===== src/quad_adc_regs_pkg.sv =====
// Purpose: Shared constants for the four-channel converter control register bank
// Assumes: 8-bit register port, byte addresses as printed
// Notes:   Field positions and reset values are named once here
package quad_adc_regs_pkg;

	// ****************************************
	// Register offsets
	// ****************************************
	localparam logic [7:0] ADDR_CHANNEL_SELECT = 8'h05;
	localparam logic [7:0] ADDR_POWER_MODE     = 8'h08;
	localparam logic [7:0] ADDR_CLOCK_DIVIDER  = 8'h0B;
	localparam logic [7:0] ADDR_SHUFFLE        = 8'h0C;
	localparam logic [7:0] ADDR_TEST_PATTERN   = 8'h0D;
	localparam logic [7:0] ADDR_SHADOW_UPDATE  = 8'hFF;

	// ****************************************
	// Reset values
	// ****************************************
	localparam logic [7:0] RST_CHANNEL_SELECT = 8'hCF;
	localparam logic [7:0] RST_POWER_MODE     = 8'h00;
	localparam logic [7:0] RST_CLOCK_DIVIDER  = 8'h00;
	localparam logic [7:0] RST_SHUFFLE        = 8'h01;
	localparam logic [7:0] RST_TEST_PATTERN   = 8'h00;
	localparam logic [7:0] RST_SHADOW_UPDATE  = 8'h00;

	// ****************************************
	// Writable bit masks (open bits read zero)
	// ****************************************
	localparam logic [7:0] MASK_CHANNEL_SELECT = 8'hCF;
	localparam logic [7:0] MASK_POWER_MODE     = 8'h23;
	localparam logic [7:0] MASK_CLOCK_DIVIDER  = 8'h3F;
	localparam logic [7:0] MASK_SHUFFLE        = 8'h01;
	localparam logic [7:0] MASK_TEST_PATTERN   = 8'h37;

	// ****************************************
	// Field positions
	// ****************************************
	localparam int POS_TRANSFER_BIT   = 0;
	localparam int POS_SHUFFLE_BIT    = 0;
	localparam int POS_LONG_PN_RESET  = 5;
	localparam int POS_SHORT_PN_RESET = 4;
	localparam int POS_EXT_PD_FUNC    = 5;
	localparam logic [7:0] TRANSFER_COMMAND = 8'h01;

	// ****************************************
	// Enumerations
	// ****************************************
	typedef enum logic [2:0] {
		TEST_OFF      = 3'b000,
		TEST_MIDSCALE = 3'b001,
		TEST_POS_FS   = 3'b010,
		TEST_NEG_FS   = 3'b011,
		TEST_CHECKER  = 3'b100,
		TEST_PN_LONG  = 3'b101,
		TEST_PN_SHORT = 3'b110,
		TEST_TOGGLE   = 3'b111
	} test_mode_t;

	typedef enum logic [1:0] {
		PWR_NORMAL  = 2'b00,
		PWR_FULL_PD = 2'b01,
		PWR_STANDBY = 2'b10,
		PWR_RSVD    = 2'b11
	} power_mode_t;

	// PN generator seeds (arbitrary choices; maximal-length taps live in the pattern module)
	localparam logic [22:0] PN_LONG_SEED  = 23'h7FFFFF;
	localparam logic [8:0]  PN_SHORT_SEED = 9'h1FF;

endpackage


===== src/quad_adc_channel_pattern.sv =====
// Purpose: Per-channel output word selection between samples and test data
// Assumes: One sample per SAMPLE_EN pulse
// Notes:   Output word registered; PN generators per channel, held at seed until their run bits are set
`timescale 1ns/1ns
module quad_adc_channel_pattern #(
	parameter int WIDTH = 11
) (
	input  wire logic             clk,
	input  wire logic             rst,
	input  wire logic             sample_en,
	input  wire logic [2:0]       mode,
	input  wire logic             long_pn_hold,
	input  wire logic             short_pn_hold,
	input  wire logic [WIDTH-1:0] sample,
	output logic [WIDTH-1:0]      word
);

	// Short pattern borrows long bits above bit 8, so at least 10 bits
	if (WIDTH < 10 || WIDTH > 23) begin : gen_width_check
		$error("WIDTH out of range");
	end

	logic [22:0] pn_long;
	logic [8:0]  pn_short;
	logic        toggle;
	logic [WIDTH-1:0] next_word;

	// ****************************************
	// Pattern generators
	// ****************************************
	// Generators held at seed while their reset bit is cleared
	always_ff @(posedge clk) begin
		if (rst || long_pn_hold) begin
			pn_long <= quad_adc_regs_pkg::PN_LONG_SEED;
		end else if (sample_en) begin
			pn_long <= {pn_long[21:0], pn_long[22] ^ pn_long[17]};
		end
	end

	always_ff @(posedge clk) begin
		if (rst || short_pn_hold) begin
			pn_short <= quad_adc_regs_pkg::PN_SHORT_SEED;
		end else if (sample_en) begin
			pn_short <= {pn_short[7:0], pn_short[8] ^ pn_short[4]};
		end
	end

	// Toggles every sample for checkerboard and word toggle
	always_ff @(posedge clk) begin
		if (rst) begin
			toggle <= 1'b0;
		end else if (sample_en) begin
			toggle <= ~toggle;
		end
	end

	// ****************************************
	// Word selection
	// ****************************************
	always_comb begin
		case (quad_adc_regs_pkg::test_mode_t'(mode))
			quad_adc_regs_pkg::TEST_OFF:      next_word = sample;
			quad_adc_regs_pkg::TEST_MIDSCALE: next_word = {1'b1, {(WIDTH-1){1'b0}}};
			quad_adc_regs_pkg::TEST_POS_FS:   next_word = {WIDTH{1'b1}};
			quad_adc_regs_pkg::TEST_NEG_FS:   next_word = {WIDTH{1'b0}};
			quad_adc_regs_pkg::TEST_CHECKER:
				next_word = toggle ? WIDTH'({(WIDTH+1)/2{2'b10}}) : WIDTH'({(WIDTH+1)/2{2'b01}});
			quad_adc_regs_pkg::TEST_PN_LONG:  next_word = pn_long[WIDTH-1:0];
			quad_adc_regs_pkg::TEST_PN_SHORT:
				next_word = WIDTH'({pn_long[WIDTH-1:9], pn_short});
			quad_adc_regs_pkg::TEST_TOGGLE:   next_word = {WIDTH{toggle}};
			default:                          next_word = sample;
		endcase
	end

	always_ff @(posedge clk) begin
		if (rst) begin
			word <= '0;
		end else if (sample_en) begin
			word <= next_word;
		end
	end

endmodule


===== src/quad_adc_control_register_bank.sv =====
// Purpose: Serial-port register bank for a four-channel converter receiver
// Assumes: 8-bit write/read port from a serial-port front end, single clock
// Notes:   Function registers shadowed until a transfer command
//
// Overview of operation
// - Test code zero passes normal samples
// - Codes 1-3 give midscale, +FS, -FS
// - Code 4 gives checkerboard pattern
// - Code 5 gives long PN sequence
// - Code 6 gives short PN sequence
// - Code 7 toggles all-ones and all-zeros
// - Power-down field resets to normal
// - 01 full power-down, 10 standby
// - Shadow values apply on transfer write
// - Transfer bit clears itself after apply
// - Local writes go to selected channels
// - Multi-select reads return lowest selected channel
`timescale 1ns/1ns
module quad_adc_control_register_bank #(
	parameter int WIDTH = 11
) (
	input  wire logic               MCLK,
	input  wire logic               RST,
	input  wire logic               WR_EN,
	input  wire logic               RD_EN,
	input  wire logic [7:0]         ADDR,
	input  wire logic [7:0]         WDATA,
	output logic [7:0]              RDATA,
	input  wire logic [4*WIDTH-1:0] SAMPLES,
	output logic [4*WIDTH-1:0]      DATA_OUT,
	output logic [7:0]              PWR_MODES,
	output logic                    EXT_PD_STANDBY,
	output logic [3:0]              SHUFFLE_EN,
	output logic [1:0]              PORT_ENABLE,
	output logic                    SAMPLE_EN,
	output logic [2:0]              CLK_PHASE
);

	localparam int CH = 4;

	// ****************************************
	// Register storage
	// ****************************************
	logic [7:0] channel_select;
	logic [7:0] shadow_update;
	logic [7:0] pend_power [CH];
	logic [7:0] pend_shuffle [CH];
	logic [7:0] pend_test [CH];
	logic [7:0] pend_clock;
	logic [7:0] live_power [CH];
	logic [7:0] live_shuffle [CH];
	logic [7:0] live_test [CH];
	logic [7:0] live_clock;
	logic [2:0] div_count;
	logic [7:0] next_rdata;
	logic       transfer_req;

	// First selected channel, lowest-numbered channel wins when several set
	function automatic int first_channel(input logic [3:0] sel);
		first_channel = 0;
		for (int i = CH - 1; i >= 0; i--) begin
			if (sel[i]) begin
				first_channel = i;
			end
		end
	endfunction

	assign transfer_req = WR_EN && ADDR == quad_adc_regs_pkg::ADDR_SHADOW_UPDATE
		&& WDATA[quad_adc_regs_pkg::POS_TRANSFER_BIT];

	// Channel index is not shadowed
	always_ff @(posedge MCLK) begin
		if (RST) begin
			channel_select <= quad_adc_regs_pkg::RST_CHANNEL_SELECT;
		end else if (WR_EN && ADDR == quad_adc_regs_pkg::ADDR_CHANNEL_SELECT) begin
			channel_select <= WDATA & quad_adc_regs_pkg::MASK_CHANNEL_SELECT;
		end
	end

	// Transfer bit set by command, cleared on the same edge that applies it
	always_ff @(posedge MCLK) begin
		if (RST) begin
			shadow_update <= quad_adc_regs_pkg::RST_SHADOW_UPDATE;
		end else if (transfer_req) begin
			shadow_update <= quad_adc_regs_pkg::TRANSFER_COMMAND;
		end else begin
			shadow_update <= quad_adc_regs_pkg::RST_SHADOW_UPDATE;
		end
	end

	// ****************************************
	// Pending (master) registers
	// ****************************************
	// Global clock divider pending copy ignores channel select
	always_ff @(posedge MCLK) begin
		if (RST) begin
			pend_clock <= quad_adc_regs_pkg::RST_CLOCK_DIVIDER;
		end else if (WR_EN && ADDR == quad_adc_regs_pkg::ADDR_CLOCK_DIVIDER) begin
			pend_clock <= WDATA & quad_adc_regs_pkg::MASK_CLOCK_DIVIDER;
		end
	end

	// Local pending copies written for every selected channel
	always_ff @(posedge MCLK) begin
		if (RST) begin
			for (int c = 0; c < CH; c++) begin
				pend_power[c]   <= quad_adc_regs_pkg::RST_POWER_MODE;
				pend_shuffle[c] <= quad_adc_regs_pkg::RST_SHUFFLE;
				pend_test[c]    <= quad_adc_regs_pkg::RST_TEST_PATTERN;
			end
		end else if (WR_EN) begin
			for (int c = 0; c < CH; c++) begin
				// External pin function is global, so every copy follows it
				if (ADDR == quad_adc_regs_pkg::ADDR_POWER_MODE) begin
					pend_power[c][quad_adc_regs_pkg::POS_EXT_PD_FUNC] <=
						WDATA[quad_adc_regs_pkg::POS_EXT_PD_FUNC];
				end
				if (channel_select[c]) begin
					if (ADDR == quad_adc_regs_pkg::ADDR_POWER_MODE) begin
						pend_power[c][1:0] <= WDATA[1:0];
					end
					if (ADDR == quad_adc_regs_pkg::ADDR_SHUFFLE) begin
						pend_shuffle[c] <= WDATA & quad_adc_regs_pkg::MASK_SHUFFLE;
					end
					if (ADDR == quad_adc_regs_pkg::ADDR_TEST_PATTERN) begin
						pend_test[c] <= WDATA & quad_adc_regs_pkg::MASK_TEST_PATTERN;
					end
				end
			end
		end
	end

	// ****************************************
	// Live (slave) registers
	// ****************************************
	// All pending values move together on the transfer command
	always_ff @(posedge MCLK) begin
		if (RST) begin
			live_clock <= quad_adc_regs_pkg::RST_CLOCK_DIVIDER;
			for (int c = 0; c < CH; c++) begin
				live_power[c]   <= quad_adc_regs_pkg::RST_POWER_MODE;
				live_shuffle[c] <= quad_adc_regs_pkg::RST_SHUFFLE;
				live_test[c]    <= quad_adc_regs_pkg::RST_TEST_PATTERN;
			end
		end else if (shadow_update[quad_adc_regs_pkg::POS_TRANSFER_BIT]) begin
			live_clock <= pend_clock;
			for (int c = 0; c < CH; c++) begin
				live_power[c]   <= pend_power[c];
				live_shuffle[c] <= pend_shuffle[c];
				live_test[c]    <= pend_test[c];
			end
		end
	end

	// ****************************************
	// Clock divider
	// ****************************************
	// Count wraps at ratio field, one enable pulse per divided cycle
	always_ff @(posedge MCLK) begin
		if (RST) begin
			div_count <= '0;
		end else if (div_count >= live_clock[2:0]) begin
			div_count <= '0;
		end else begin
			div_count <= div_count + 3'h1;
		end
	end

	assign SAMPLE_EN = div_count >= live_clock[2:0];
	assign CLK_PHASE = live_clock[5:3];

	// ****************************************
	// Readback
	// ****************************************
	always_comb begin
		int f;
		f = first_channel(channel_select[3:0]);
		case (ADDR)
			quad_adc_regs_pkg::ADDR_CHANNEL_SELECT: next_rdata = channel_select;
			quad_adc_regs_pkg::ADDR_SHADOW_UPDATE:  next_rdata = shadow_update;
			quad_adc_regs_pkg::ADDR_CLOCK_DIVIDER:  next_rdata = pend_clock;
			quad_adc_regs_pkg::ADDR_POWER_MODE:     next_rdata = pend_power[f];
			quad_adc_regs_pkg::ADDR_SHUFFLE:        next_rdata = pend_shuffle[f];
			quad_adc_regs_pkg::ADDR_TEST_PATTERN:   next_rdata = pend_test[f];
			default:                                next_rdata = 8'h00;
		endcase
	end

	always_ff @(posedge MCLK) begin
		if (RST) begin
			RDATA <= 8'h00;
		end else if (RD_EN) begin
			RDATA <= next_rdata;
		end
	end

	// ****************************************
	// Per-channel outputs
	// ****************************************
	// Power field decoded downstream: 00 normal, 01 full down, 10 standby
	always_ff @(posedge MCLK) begin
		if (RST) begin
			PWR_MODES      <= '0;
			SHUFFLE_EN     <= 4'hF;
			EXT_PD_STANDBY <= 1'b0;
			PORT_ENABLE    <= 2'h3;
		end else begin
			for (int c = 0; c < CH; c++) begin
				PWR_MODES[2*c +: 2] <= live_power[c][1:0];
				SHUFFLE_EN[c] <= live_shuffle[c][quad_adc_regs_pkg::POS_SHUFFLE_BIT];
			end
			EXT_PD_STANDBY <= live_power[0][quad_adc_regs_pkg::POS_EXT_PD_FUNC];
			PORT_ENABLE    <= channel_select[7:6];
		end
	end

	for (genvar g = 0; g < CH; g++) begin : gen_ch
		quad_adc_channel_pattern #(
			.WIDTH(WIDTH)
		) u_pattern (
			.clk           (MCLK),
			.rst           (RST),
			.sample_en     (SAMPLE_EN),
			.mode          (live_test[g][2:0]),
			.long_pn_hold  (~live_test[g][quad_adc_regs_pkg::POS_LONG_PN_RESET]),
			.short_pn_hold (~live_test[g][quad_adc_regs_pkg::POS_SHORT_PN_RESET]),
			.sample        (SAMPLES[g*WIDTH +: WIDTH]),
			.word          (DATA_OUT[g*WIDTH +: WIDTH])
		);
	end

endmodule


===== config.mk =====
export PLATFORM = sky130hd
export DESIGN_NAME = quad_adc_control_register_bank
export DESIGN_NICKNAME = d
export VERILOG_FILES = /design/src/quad_adc_regs_pkg.sv /design/src/quad_adc_channel_pattern.sv /design/src/quad_adc_control_register_bank.sv
export SDC_FILE = /design/constraint.sdc
export NUM_CORES = 1
export LEC_CHECK = 0
export ABC_AREA = 1
export BUFFER_PORTS_ARGS = -buffer_cell sky130_fd_sc_hd__buf_4
export CAP_MARGIN = 0
export CORE_MARGIN = 3
export CORE_UTILIZATION = 30
export DETAILED_ROUTE_END_ITERATION = 16
export GPL_ROUTABILITY_DRIVEN = 1
export PLACE_DENSITY = 0.54
export RECOVER_POWER = 50
export SKIP_LAST_GASP = 1
export SLEW_MARGIN = 40
export SYNTH_ARGS = -nofsm -noshare
export SYNTH_HDL_FRONTEND = slang
export SYNTH_HIERARCHICAL = 1
export SYNTH_SLANG_ARGS = --single-unit

===== constraint.sdc =====
create_clock -name MCLK -period 4.5 [get_ports MCLK]
set_input_delay 0.225 -clock MCLK [delete_from_list [all_inputs] [get_ports MCLK]]
set_output_delay 0.225 -clock MCLK [all_outputs]
set_load 0.01 [all_outputs]

==> out/qor.csv, run 1 <==
stage,metric,value,unit
clocking,cts_buffers,31,
layout,nets,1792,
detailed_routing,drc,0,
detailed_routing,drt_iter0_markers,662,
detailed_routing,wl,31700,µm
layout,fillers,4297,
yosys,synth_seq_cells,287,
clocking,post-cts-setup-buffers,0,
status,status,finished with violations,
yosys,ys_types,38,
layout,multi_input_area,0.00484,mm²
die,core-area,0.0410,mm²
pwr,power.density,385,mW/mm²
die,dieArea,0.0442,mm²
yosys,syn_nets,1634,
setup_path,path_max_fanout,45,
sta,hold_viol,0,
sta,hold-worst-slack,13.6,ps
global_route,grt_overflow_total,0,
yosys,yosysTopAreaCellShare,36.3,%
detailed_routing,via_per_inst,4.62,
setup_path,worstSetupPathType,input port to flip-flop,
yosys,ys_warn_count,6,
setup_path,crit_required,4970,ps
sta,setup_violations,0,
detailed_routing,antenna_left,0,
sta,final.setup.tns,0,ps
pwr,peakVddDrop,0.309,mV
die,rows,74,
pwr,p_total,5.81,mW
yosys,synthArstFlopShare,0,%
yosys,synth_edf_count,60,
global_route,antenna_found_initial,0,
yosys,synth.area.top_cells,"dfxtp_1 36%, edfxtp_1 14%, nand2_1 11%",
clocking,clock-sinks,287,
pwr,leakage,7.14,nW
worst_hold_path,hp-class,input port to flip-flop,
sta,layout_min_cycle_time,3150,ps
detailed_routing,dr.pass1.iters,5,
layout,num_antenna_cells,0,
setup_path,r2r_slack,1570,ps
yosys,ys_seq_area_share,50.7,%
clocking,clock_latency,580,ps
global_route,track_usage,13.8,%
setup_path,setup.worst_path.end_class,flip-flop,
yosys,avgSynthCellArea,7.99,µm²
setup_path,arrival,3620,ps
sta,finalMaxSlewViolations,77,
place,dp_hpwl,21600,µm
die,die_w,210,µm
clocking,cts_htree_levels,1,
yosys,syn_area,0.0125,mm²
die,initial_utilization,30.5,%
clocking,clk_path_buf_depth,3,
global_route,grt_start_max_net_pins,74,
clocking,clkSlewWorstSetupHoldPaths,60,ps
clocking,cts_tree,done,
status,violations,"capacitance limit, slew limit",
global_route,grt_pass1_wl,51300,µm
place,port_buffers,134,
place,gp_congestion,0.809,
yosys,syn_inst,1566,
sta,period_share,70.1,%
layout,area_delta_synth_final,20.7,%
sta,maxSlewHeadroom,-74.7,%
layout,layout-drive-gt1-share,9.61,%
clocking,post_cts_resized,0,
yosys,synthFlopType,dfxtp_1,
setup_path,critPathLaunchType,input port,
die,ios,135,
flow_run,cap_violations,2,
sta,fin_skew,23.5,ps
layout,register_area,0.00635,mm²
global_route,grt_pass1_vias,9855,
detailed_routing,vias,10500,
sta,tightest_slew,2620,ps
sta,rsz0062_at_grt,no,
yosys,synthTopCellsByCount,"378 x nand2_1, 227 x dfxtp_1, 184 x inv_1, 182 x nor2_1, 104 x nand3_1",
detailed_routing,avgRoutedWirePerCell,13.9,µm
clocking,cts_root_buf,clkbuf_16,
die,fp.dieH,210,µm
yosys,synth_most_common_cell,nand2_1,
yosys,yosys.area.top_type,dfxtp_1,
sta,max_freq,317,MHz
[cell families (layout without fill, tap and decap cells)]
logic type                 Yosys count  count (layout)  synth area share (%)
AOI/OAI and AO/OA                  226             226                  11.0
xor gates and xnor gates             1               1                0.0700
adders and majority gates            4               4                 0.400
buffers and inverters              275             458                  10.0
DFF                                287             287                  50.7
and+or+nand+nor                    773             773                  27.8
[state kept, by name, summed over array words and instances, names as in the netlist, 3 cells and up]
name	flops
SHUFFLE_EN	4
RDATA	8
pend_test	20
live_power	9
live_test	20
live_shuffle	4
gen_ch.u_pattern/pn_short	36
live_clock	6
pend_clock	6
gen_ch.u_pattern/toggle	4
pend_power	9
gen_ch.u_pattern/word	44
pend_shuffle	4
div_count	3
channel_select	6
PWR_MODES	8
gen_ch.u_pattern/pn_long	92
[timing repair]
action                                  in CTS  in global routing
endpoints found under the setup margin       0                  0
hold buffers                                52                  0
hold endpoints to repair                    61                  0
[routing by layer]
layer / GRT usage [%] / vias up / routed length, µm
met4: 3.00 / 0 / 397
met3: 1.99 / 30 / 1420
met2: 22.6 / 218 / 14400
met5: 0 / - / 0
met1: 19.6 / 4859 / 15600
li1: - / 5441 / -
[worst paths after layout]
| check | startpoint | endpoint | cells after the start |
|---|---|---|---|
| setup / recovery | RST | gen_ch[2].u_pattern/pn_short[5] | 4 |
| hold / removal | WR_EN | shadow_update[0] | 3 |
| hold reg to reg | live_shuffle[2] | SHUFFLE_EN[2] | 2 |
| setup reg to reg | live_clock[2] | gen_ch[3].u_pattern/word[10] | 10 |
[placed cells by master (no fill, tap or decap), types with 2 or more instances in the layout]
master           n
clkinv_1        12
nor3_1          23
buf_4           71
edfxtp_1        60
clkinv_2         6
dlygate4sd3_1   52
a21oi_2          2
nand2_1        378
bufinv_16        4
nor3_4           4
nand3b_1         2
inv_2            3
a21oi_1         32
clkbuf_8         6
clkbuf_16       33
a22oi_1          3
nand3_2          8
inv_1          186
clkinvlp_2       2
nand4_1         43
nand3_1        103
or2_2            3
o21ai_0         81
nand2_4          2
nor2_1         189
nand2_2         11
o22ai_1         22
clkinvlp_4       2
dfxtp_1        227
clkbuf_1        77
ha_1             4
nand3_4          6
o21ai_1          7
o211ai_1        79
[stage by stage]
step	instances	util (%)	area [µm²]	setup slack (ps)
after floorplan	1566	-	12500	2750
after global routing	2281	36.8	15100	1020
after detailed placement	2171	33.7	13800	1700
after global placement	2171	33.7	13800	1780
after CTS	2281	37.7	15400	1370
final	2281	36.8	15100	1350
[layout make-up]
class                   instances  area share [%]
clock buffers                  41            6.07
clock inverters                17            1.35
inverters                     200            5.00
multi-input cells            1004            32.1
flip-flops and latches        287            42.0
well taps                     532            4.41
repair buffers                200            9.03
[where the power goes]
group | leakage (nW) | switching (mW) | internal, mW | total [mW]
clock network | 0.549 | 1.07 | 1.66 | 2.73
logic | 4.13 | 0.206 | 0.142 | 0.348
registers | 2.47 | 0.0453 | 2.68 | 2.73
[worst max-delay path, stage by stage]
cell	delay, ps
clkbuf_1	490
clkbuf_1	1920
nor2_1	650
o211ai_1	310
Power figures use the tool's default switching activity.
==> run 2, diff against run 1 <==
--- a/config.mk
+++ b/config.mk
@@ -5,14 +5,14 @@
 export SDC_FILE = /design/constraint.sdc
 export NUM_CORES = 1
 export LEC_CHECK = 0
-export ABC_AREA = 1
+export ABC_AREA = 0
 export BUFFER_PORTS_ARGS = -buffer_cell sky130_fd_sc_hd__buf_4
 export CAP_MARGIN = 0
 export CORE_MARGIN = 3
 export CORE_UTILIZATION = 30
 export DETAILED_ROUTE_END_ITERATION = 16
 export GPL_ROUTABILITY_DRIVEN = 1
-export PLACE_DENSITY = 0.54
+export PLACE_DENSITY = 0.56
 export RECOVER_POWER = 50
 export SKIP_LAST_GASP = 1
 export SLEW_MARGIN = 40
==> constraint.sdc (replaced) <==
create_clock -name MCLK -period 2.55 [get_ports MCLK]
set_input_delay 0.1275 -clock MCLK [delete_from_list [all_inputs] [get_ports MCLK]]
set_output_delay 0.1275 -clock MCLK [all_outputs]
set_load 0.01 [all_outputs]
==> run 2 against run 1 <==
The flow now finishes without violations; hold slack gained 16 ps; count of clock-buffer cells in the layout increased by 9; critical path depth up 3; clock skew is 9.5 ps lower; flip-flop and latch count did not move; largest cell class unchanged; combinational power rose by 57%.
==> out/qor.csv, run 2 <==
stage,metric,value,unit
die,die_w,208,µm
global_route,grt_overflow_total,0,
yosys,syn_area,0.0122,mm²
setup_path,crit_required,2420,ps
setup_path,critPathLaunchType,flip-flop,
yosys,synth_edf_count,60,
place,gp_congestion,0.806,
clocking,clk_path_buf_depth,3,
yosys,avgSynthCellArea,10.0,µm²
pwr,comb_power_share,5.5,%
layout,final_cell_mix,"227 x dfxtp_1, 188 x nand2_1, 128 x mux2i_1, 116 x nor2_1, 84 x clkbuf_1",
setup_path,worstSetupPathType,flip-flop to primary output,
yosys,ys_warn_count,6,
yosys,syn_nets,1289,
sta,max_freq,422,MHz
layout,fillers,4088,
sta,rsz0062_at_grt,no,
place,dp_hpwl,20900,µm
die,core-area,0.0400,mm²
setup_path,cpPeakStageDelay,350,ps
layout,final_util,36.5,%
yosys,synthTopCellsByCount,"227 x dfxtp_1, 188 x nand2_1, 128 x mux2i_1, 116 x nor2_1, 60 x edfxtp_1",
yosys,ys_seq_area_share,51.9,%
layout,layout-drive-gt1-share,13.7,%
detailed_routing,dr.pass1.iters,5,
layout,num_antenna_cells,0,
layout,layout_commonest_cell,dfxtp_1,
layout,final_area,0.0146,mm²
clocking,cts_tree,done,
die,dieArea,0.0432,mm²
detailed_routing,wl,30200,µm
worst_hold_path,hp-class,input port to flip-flop,
pwr,pwr-share-clk,45.6,%
detailed_routing,via_per_inst,4.79,
setup_path,crit_family,compound AO/OA/AOI/OAI gates,
detailed_routing,avgRoutedWirePerCell,15.8,µm
sta,finalMaxSlewViolations,0,
die,ios,135,
sta,finalWorstSetupSlack,178,ps
place,dpl_cell_area,0.0138,mm²
clocking,post-cts-setup-buffers,0,
setup_path,arrival,2240,ps
layout,nets,1427,
yosys,yosys.area.top_type,dfxtp_1,
pwr,p_switching,2.21,mW
global_route,grt_pass1_vias,8880,
pwr,p_sw_share,22.4,%
sta,fin_skew,14.0,ps
yosys,synth.area.top_cells,"dfxtp_1 37%, edfxtp_1 15%, mux2i_1 10%",
clocking,clock-sinks,287,
yosys,ys_types,66,
setup_path,path_max_fanout,22,
yosys,synth_seq_cells,287,
pwr,pwr-share-seq,48.9,%
setup_path,setup.worst_path.end_class,primary output,
clocking,cts_buffers,34,
detailed_routing,vias,9139,
place,port_buffers,134,
sta,layout_min_cycle_time,2370,ps
global_route,antenna_found_initial,0,
yosys,synthFlopType,dfxtp_1,
place,pre_cts_ws,329,ps
yosys,syn_inst,1221,
flow_run,cap_violations,0,
layout,largest_reg_flops,92,
setup_path,critPathBufInv,3,
detailed_routing,drc,0,
pwr,power.density,675,mW/mm²
status,status,"complete, no violations",
yosys,synth_most_common_cell,dfxtp_1,
global_route,track_usage,13.4,%
sta,maxSlewHeadroom,9.75,%
die,rows,73,
sta,hold_viol,0,
sta,setup_violations,0,
clocking,cts_root_buf,clkbuf_16,
clocking,cts_htree_levels,2,
pwr,peakVddDrop,0.446,mV
yosys,synthArstFlopShare,0,%
die,initial_utilization,30.5,%
pwr,intPower,7.66,mW
detailed_routing,antenna_left,0,
pwr,leakage,6.10,nW
sta,tightest_slew,1350,ps
die,fp.dieH,208,µm
setup_path,crit_chain,"inv_1, ha_1, nand2b_1, a21o_1, a21o_4, buf_6, buf_4",
layout,register_area,0.00635,mm²
detailed_routing,drt_iter0_markers,675,
clocking,clock_latency,500,ps
sta,period_share,93.0,%
layout,top_register,gen_ch.u_pattern/pn_long,
layout,multi_input_area,0.00539,mm²
clocking,clkSlewWorstSetupHoldPaths,60,ps
global_route,grt_pass1_wl,48200,µm
global_route,grt_start_max_net_pins,60,
layout,area_delta_synth_final,19.7,%
layout,top_regs,"gen_ch.u_pattern/pn_long x92, gen_ch.u_pattern/word x44, gen_ch.u_pattern/pn_short x36",
sta,final.setup.tns,0,ps
setup_path,cpMaxStageDelayCell,dfxtp_1,
yosys,yosysTopAreaCellShare,37.2,%
-- run 2: repair_timing --
item / in CTS / in global routing
hold buffers: 14 / 0
endpoints found under the hold margin: 23 / 0
endpoints found under the setup margin: 0 / 1
gates resized for setup: 0 / 1
-- run 2: per-stage QoR --
stage          hold slack (ps)  power [mW]  cells
2_1_floorplan              245        5.22   1221
3_3_place_gp               349        5.51   1833
5_1_grt                   12.8        10.3   1908
3_5_place_dp               346        5.51   1833
4_1_cts                   4.01        10.1   1907
6_report                  29.3        9.87   1908
-- run 2: worst paths after layout --
check | startpoint | to | slack (ps) | cells after the start
worst max-delay path | div_count[0] | SAMPLE_EN | 180 | 7
worst min-delay path | SAMPLES[30] | gen_ch[2].u_pattern/word[8] | 30 | 3
worst max register to register | channel_select[2] | RDATA[0] | 310 | 6
worst min register to register | div_count[0] | div_count[0] | 450 | 1
-- run 2: cells by family (layout without fill, tap and decap cells) --
family,Yosys count,in the layout,share of synthesized area [%]
AND/OR/NAND/NOR,458,458,17.9
flip-flops,287,287,51.9
AO/OA/AOI/OAI,227,228,14.1
multiplexers,131,131,10.9
buffers and inverters,101,262,3.83
XOR/XNOR,13,13,0.932
adder cells (fa/ha/maj),4,4,0.410
-- run 2: layout make-up --
type                            count  area share, %
Sequential cell                   287           43.4
Multi-Input combinational cell    834           36.9
Clock inverter                     10          0.359
Inverter                           26          0.668
Timing Repair Buffer              176           7.43
Clock buffer                       50           6.79
Tap cell                          525           4.49
-- run 2: layer usage --
layer	routed length [µm]	vias up	GRT usage (%)
li1	-	4580	-
met1	14300	4340	18.2
met2	14000	185	21.7
met3	1440	34	2.81
met4	467	0	3.28
met5	0	-	0
-- run 2: power by group through the flow --
stage	combinational [mW]	sequential [mW]	clock [mW]
floorplan	0.308	4.91	0
global placement	0.586	4.92	0
detailed placement	0.589	4.92	0
CTS	0.607	4.82	4.67
global route	0.601	4.84	4.85
finish	0.547	4.82	4.50
-- run 2: tightest hold or removal path, delay by kind of cell --
kind                   cells  cell delay (ps)
AOI/OAI and AO/OA          2              280
buffers and inverters      1               80
==> run 3, diff against run 2 <==
==> constraint.sdc (replaced) <==
create_clock -name MCLK -period 2.55 [get_ports MCLK]
set_input_delay 0.51 -clock MCLK [delete_from_list [all_inputs] [get_ports MCLK]]
set_output_delay 0.51 -clock MCLK [all_outputs]
set_load 0.01 [all_outputs]
==> run 3 against run 2 <==
The run now ends with capacitance limit, slew limit left; sequential share of layout area fell by 0.31 points; via count grew 0.91%; register-to-register slack lost 90 ps; design area increased by 0.73%; flip-flop and latch count unchanged; combinational power shrank 3%; setup slack worse by 75 ps; hold slack improved by 180 ps; core utilization up 0.27 points; clock skew up 2.2 ps; clock power up 9.8%; die area is the same; critical endpoint unchanged.
==> out/qor.csv, run 3 (same netlist as run 2, synthesis figures left out) <==
stage,metric,value,unit
detailed_routing,drc,0,
global_route,track_usage,13.8,%
layout,layout_commonest_cell,dfxtp_1,
detailed_routing,via_per_inst,4.82,
die,dieArea,0.0432,mm²
detailed_routing,drt_iter0_markers,505,
setup_path,r2r_end,gen_ch[3].u_pattern/word[5],
sta,tightest_slew,1670,ps
layout,largest_reg_flops,92,
place,port_buffers,134,
setup_path,critPathLaunchType,flip-flop,
setup_path,r2r_slack,220,ps
place,dp_hpwl,21300,µm
status,status,finished with violations,
layout,nets,1432,
sta,layout_min_cycle_time,2450,ps
sta,finalMaxSlewViolations,31,
pwr,leakage,6.16,nW
clocking,cts_buffers,34,
sta,hold-worst-slack,209,ps
global_route,grt_pass1_vias,8950,
pwr,power.density,699,mW/mm²
global_route,grt_overflow_total,0,
layout,layout-drive-gt1-share,14.7,%
detailed_routing,antenna_left,0,
worst_hold_path,holdPathEnd,channel_select[7],
layout,area_delta_synth_final,20.5,%
clocking,cts_tree,done,
sta,period_share,96.0,%
die,rows,73,
flow_run,cap_violations,1,
worst_hold_path,min_path_cells,3,
sta,final.setup.tns,0,ps
pwr,peakVddDrop,0.355,mV
setup_path,arrival,1940,ps
clocking,cts_htree_levels,2,
global_route,antenna_found_initial,0,
setup_path,setup.worst_path.end_class,primary output,
die,initial_utilization,30.5,%
worst_hold_path,hp-start,WDATA[7],
detailed_routing,vias,9222,
layout,top_regs,"gen_ch.u_pattern/pn_long x92, gen_ch.u_pattern/word x44, gen_ch.u_pattern/pn_short x36",
die,core-area,0.0400,mm²
setup_path,ff2ff_path_depth,11,
worst_hold_path,hp-class,input port to flip-flop,
clocking,clock_latency,520,ps
layout,num_antenna_cells,0,
detailed_routing,avgRoutedWirePerCell,16.0,µm
pwr,p_total,10.3,mW
place,gp_congestion,0.845,
die,ios,135,
clocking,cts_root_buf,clkbuf_16,
sta,hold_viol,0,
layout,top_register,gen_ch.u_pattern/pn_long,
global_route,grt_pass1_wl,49200,µm
setup_path,r2r_start,div_count[0],
sta,max_freq,409,MHz
detailed_routing,dr.pass1.iters,5,
setup_path,worstSetupPathType,flip-flop to primary output,
place,pre_cts_ws,114,ps
clocking,clkSlewWorstSetupHoldPaths,60,ps
global_route,grt_start_max_net_pins,31,
die,fp.dieH,208,µm
layout,final_cell_mix,"227 x dfxtp_1, 188 x nand2_1, 128 x mux2i_1, 116 x nor2_1, 92 x buf_4",
detailed_routing,wl,30700,µm
sta,maxSlewHeadroom,-11.1,%
sta,rsz0062_at_grt,no,
setup_path,path_max_fanout,3,
sta,finalWorstSetupSlack,103,ps
setup_path,crit_required,2040,ps
sta,setup_violations,0,
sta,fin_skew,16.2,ps
status,violations,"capacitance limit, slew limit",
die,die_w,208,µm
clocking,clk_path_buf_depth,3,
clocking,clock-sinks,287,
==> run 3: per-stage QoR <==
step	utilization [%]	cells	area, µm²
after CTS	37.7	1915	15100
after global placement	34.7	1849	13900
after floorplan	-	1221	12200
final	36.8	1915	14700
after detailed placement	34.7	1849	13900
after global routing	36.8	1915	14700
==> run 3: critical path, cell delays in order, from the launching register on <==
cell	delay (ps)
dfxtp_1	360
inv_1	60
ha_1	250
nand2b_1	150
a21o_4	230
a21o_4	230
buf_4	140
==> run 3: power by group <==
group / internal (mW) / leakage [nW] / switching (mW)
Clock: 3.02 / 0.558 / 1.92
Combinational: 0.224 / 3.13 / 0.309
Sequential: 4.73 / 2.47 / 0.0869
Total: 7.98 / 6.16 / 2.32
==> run 3: layout make-up <==
class                           count  area, µm²
Clock buffer                       47       1030
Clock inverter                     15        130
Fill cell                        4060      25300
Inverter                           26       97.6
Multi-Input combinational cell    834       5370
Sequential cell                   287       6350
Tap cell                          525        657
Timing Repair Buffer              181       1100
==> run 3: worst max-delay path by stage <==
stage / start / to / slack, ps / depth (start not counted)
global placement: ADDR[4] / pend_test[3][2] / 140 / 6
finish: div_count[0] / SAMPLE_EN / 100 / 6
CTS: div_count[0] / SAMPLE_EN / 4 / 6
detailed placement: ADDR[4] / pend_test[2][2] / 110 / 6
global route: div_count[0] / SAMPLE_EN / 0.9 / 6
floorplan: ADDR[4] / pend_test[1][0] / 340 / 5
==> run 3: per-layer routing <==
layer | track usage [%] | vias to the layer above | share of wire (%)
met2 | 21.8 | 211 | 45
met1 | 18.8 | 4358 | 47
met5 | 0 | - | 0
met3 | 3.04 | 58 | 5.2
met4 | 4.77 | 0 | 2.5
li1 | - | 4595 | -
==> run 3: repair_timing <==
| item | 4_1_cts | 5_1_grt |
|---|---|---|
| pin swaps | 1 | 1 |
| setup endpoints to repair | 1 | 4 |
| gates cloned | 1 | 0 |
| buffers inserted | 3 | 0 |
| resized for setup | 0 | 1 |
| hold buffers | 0 | 0 |
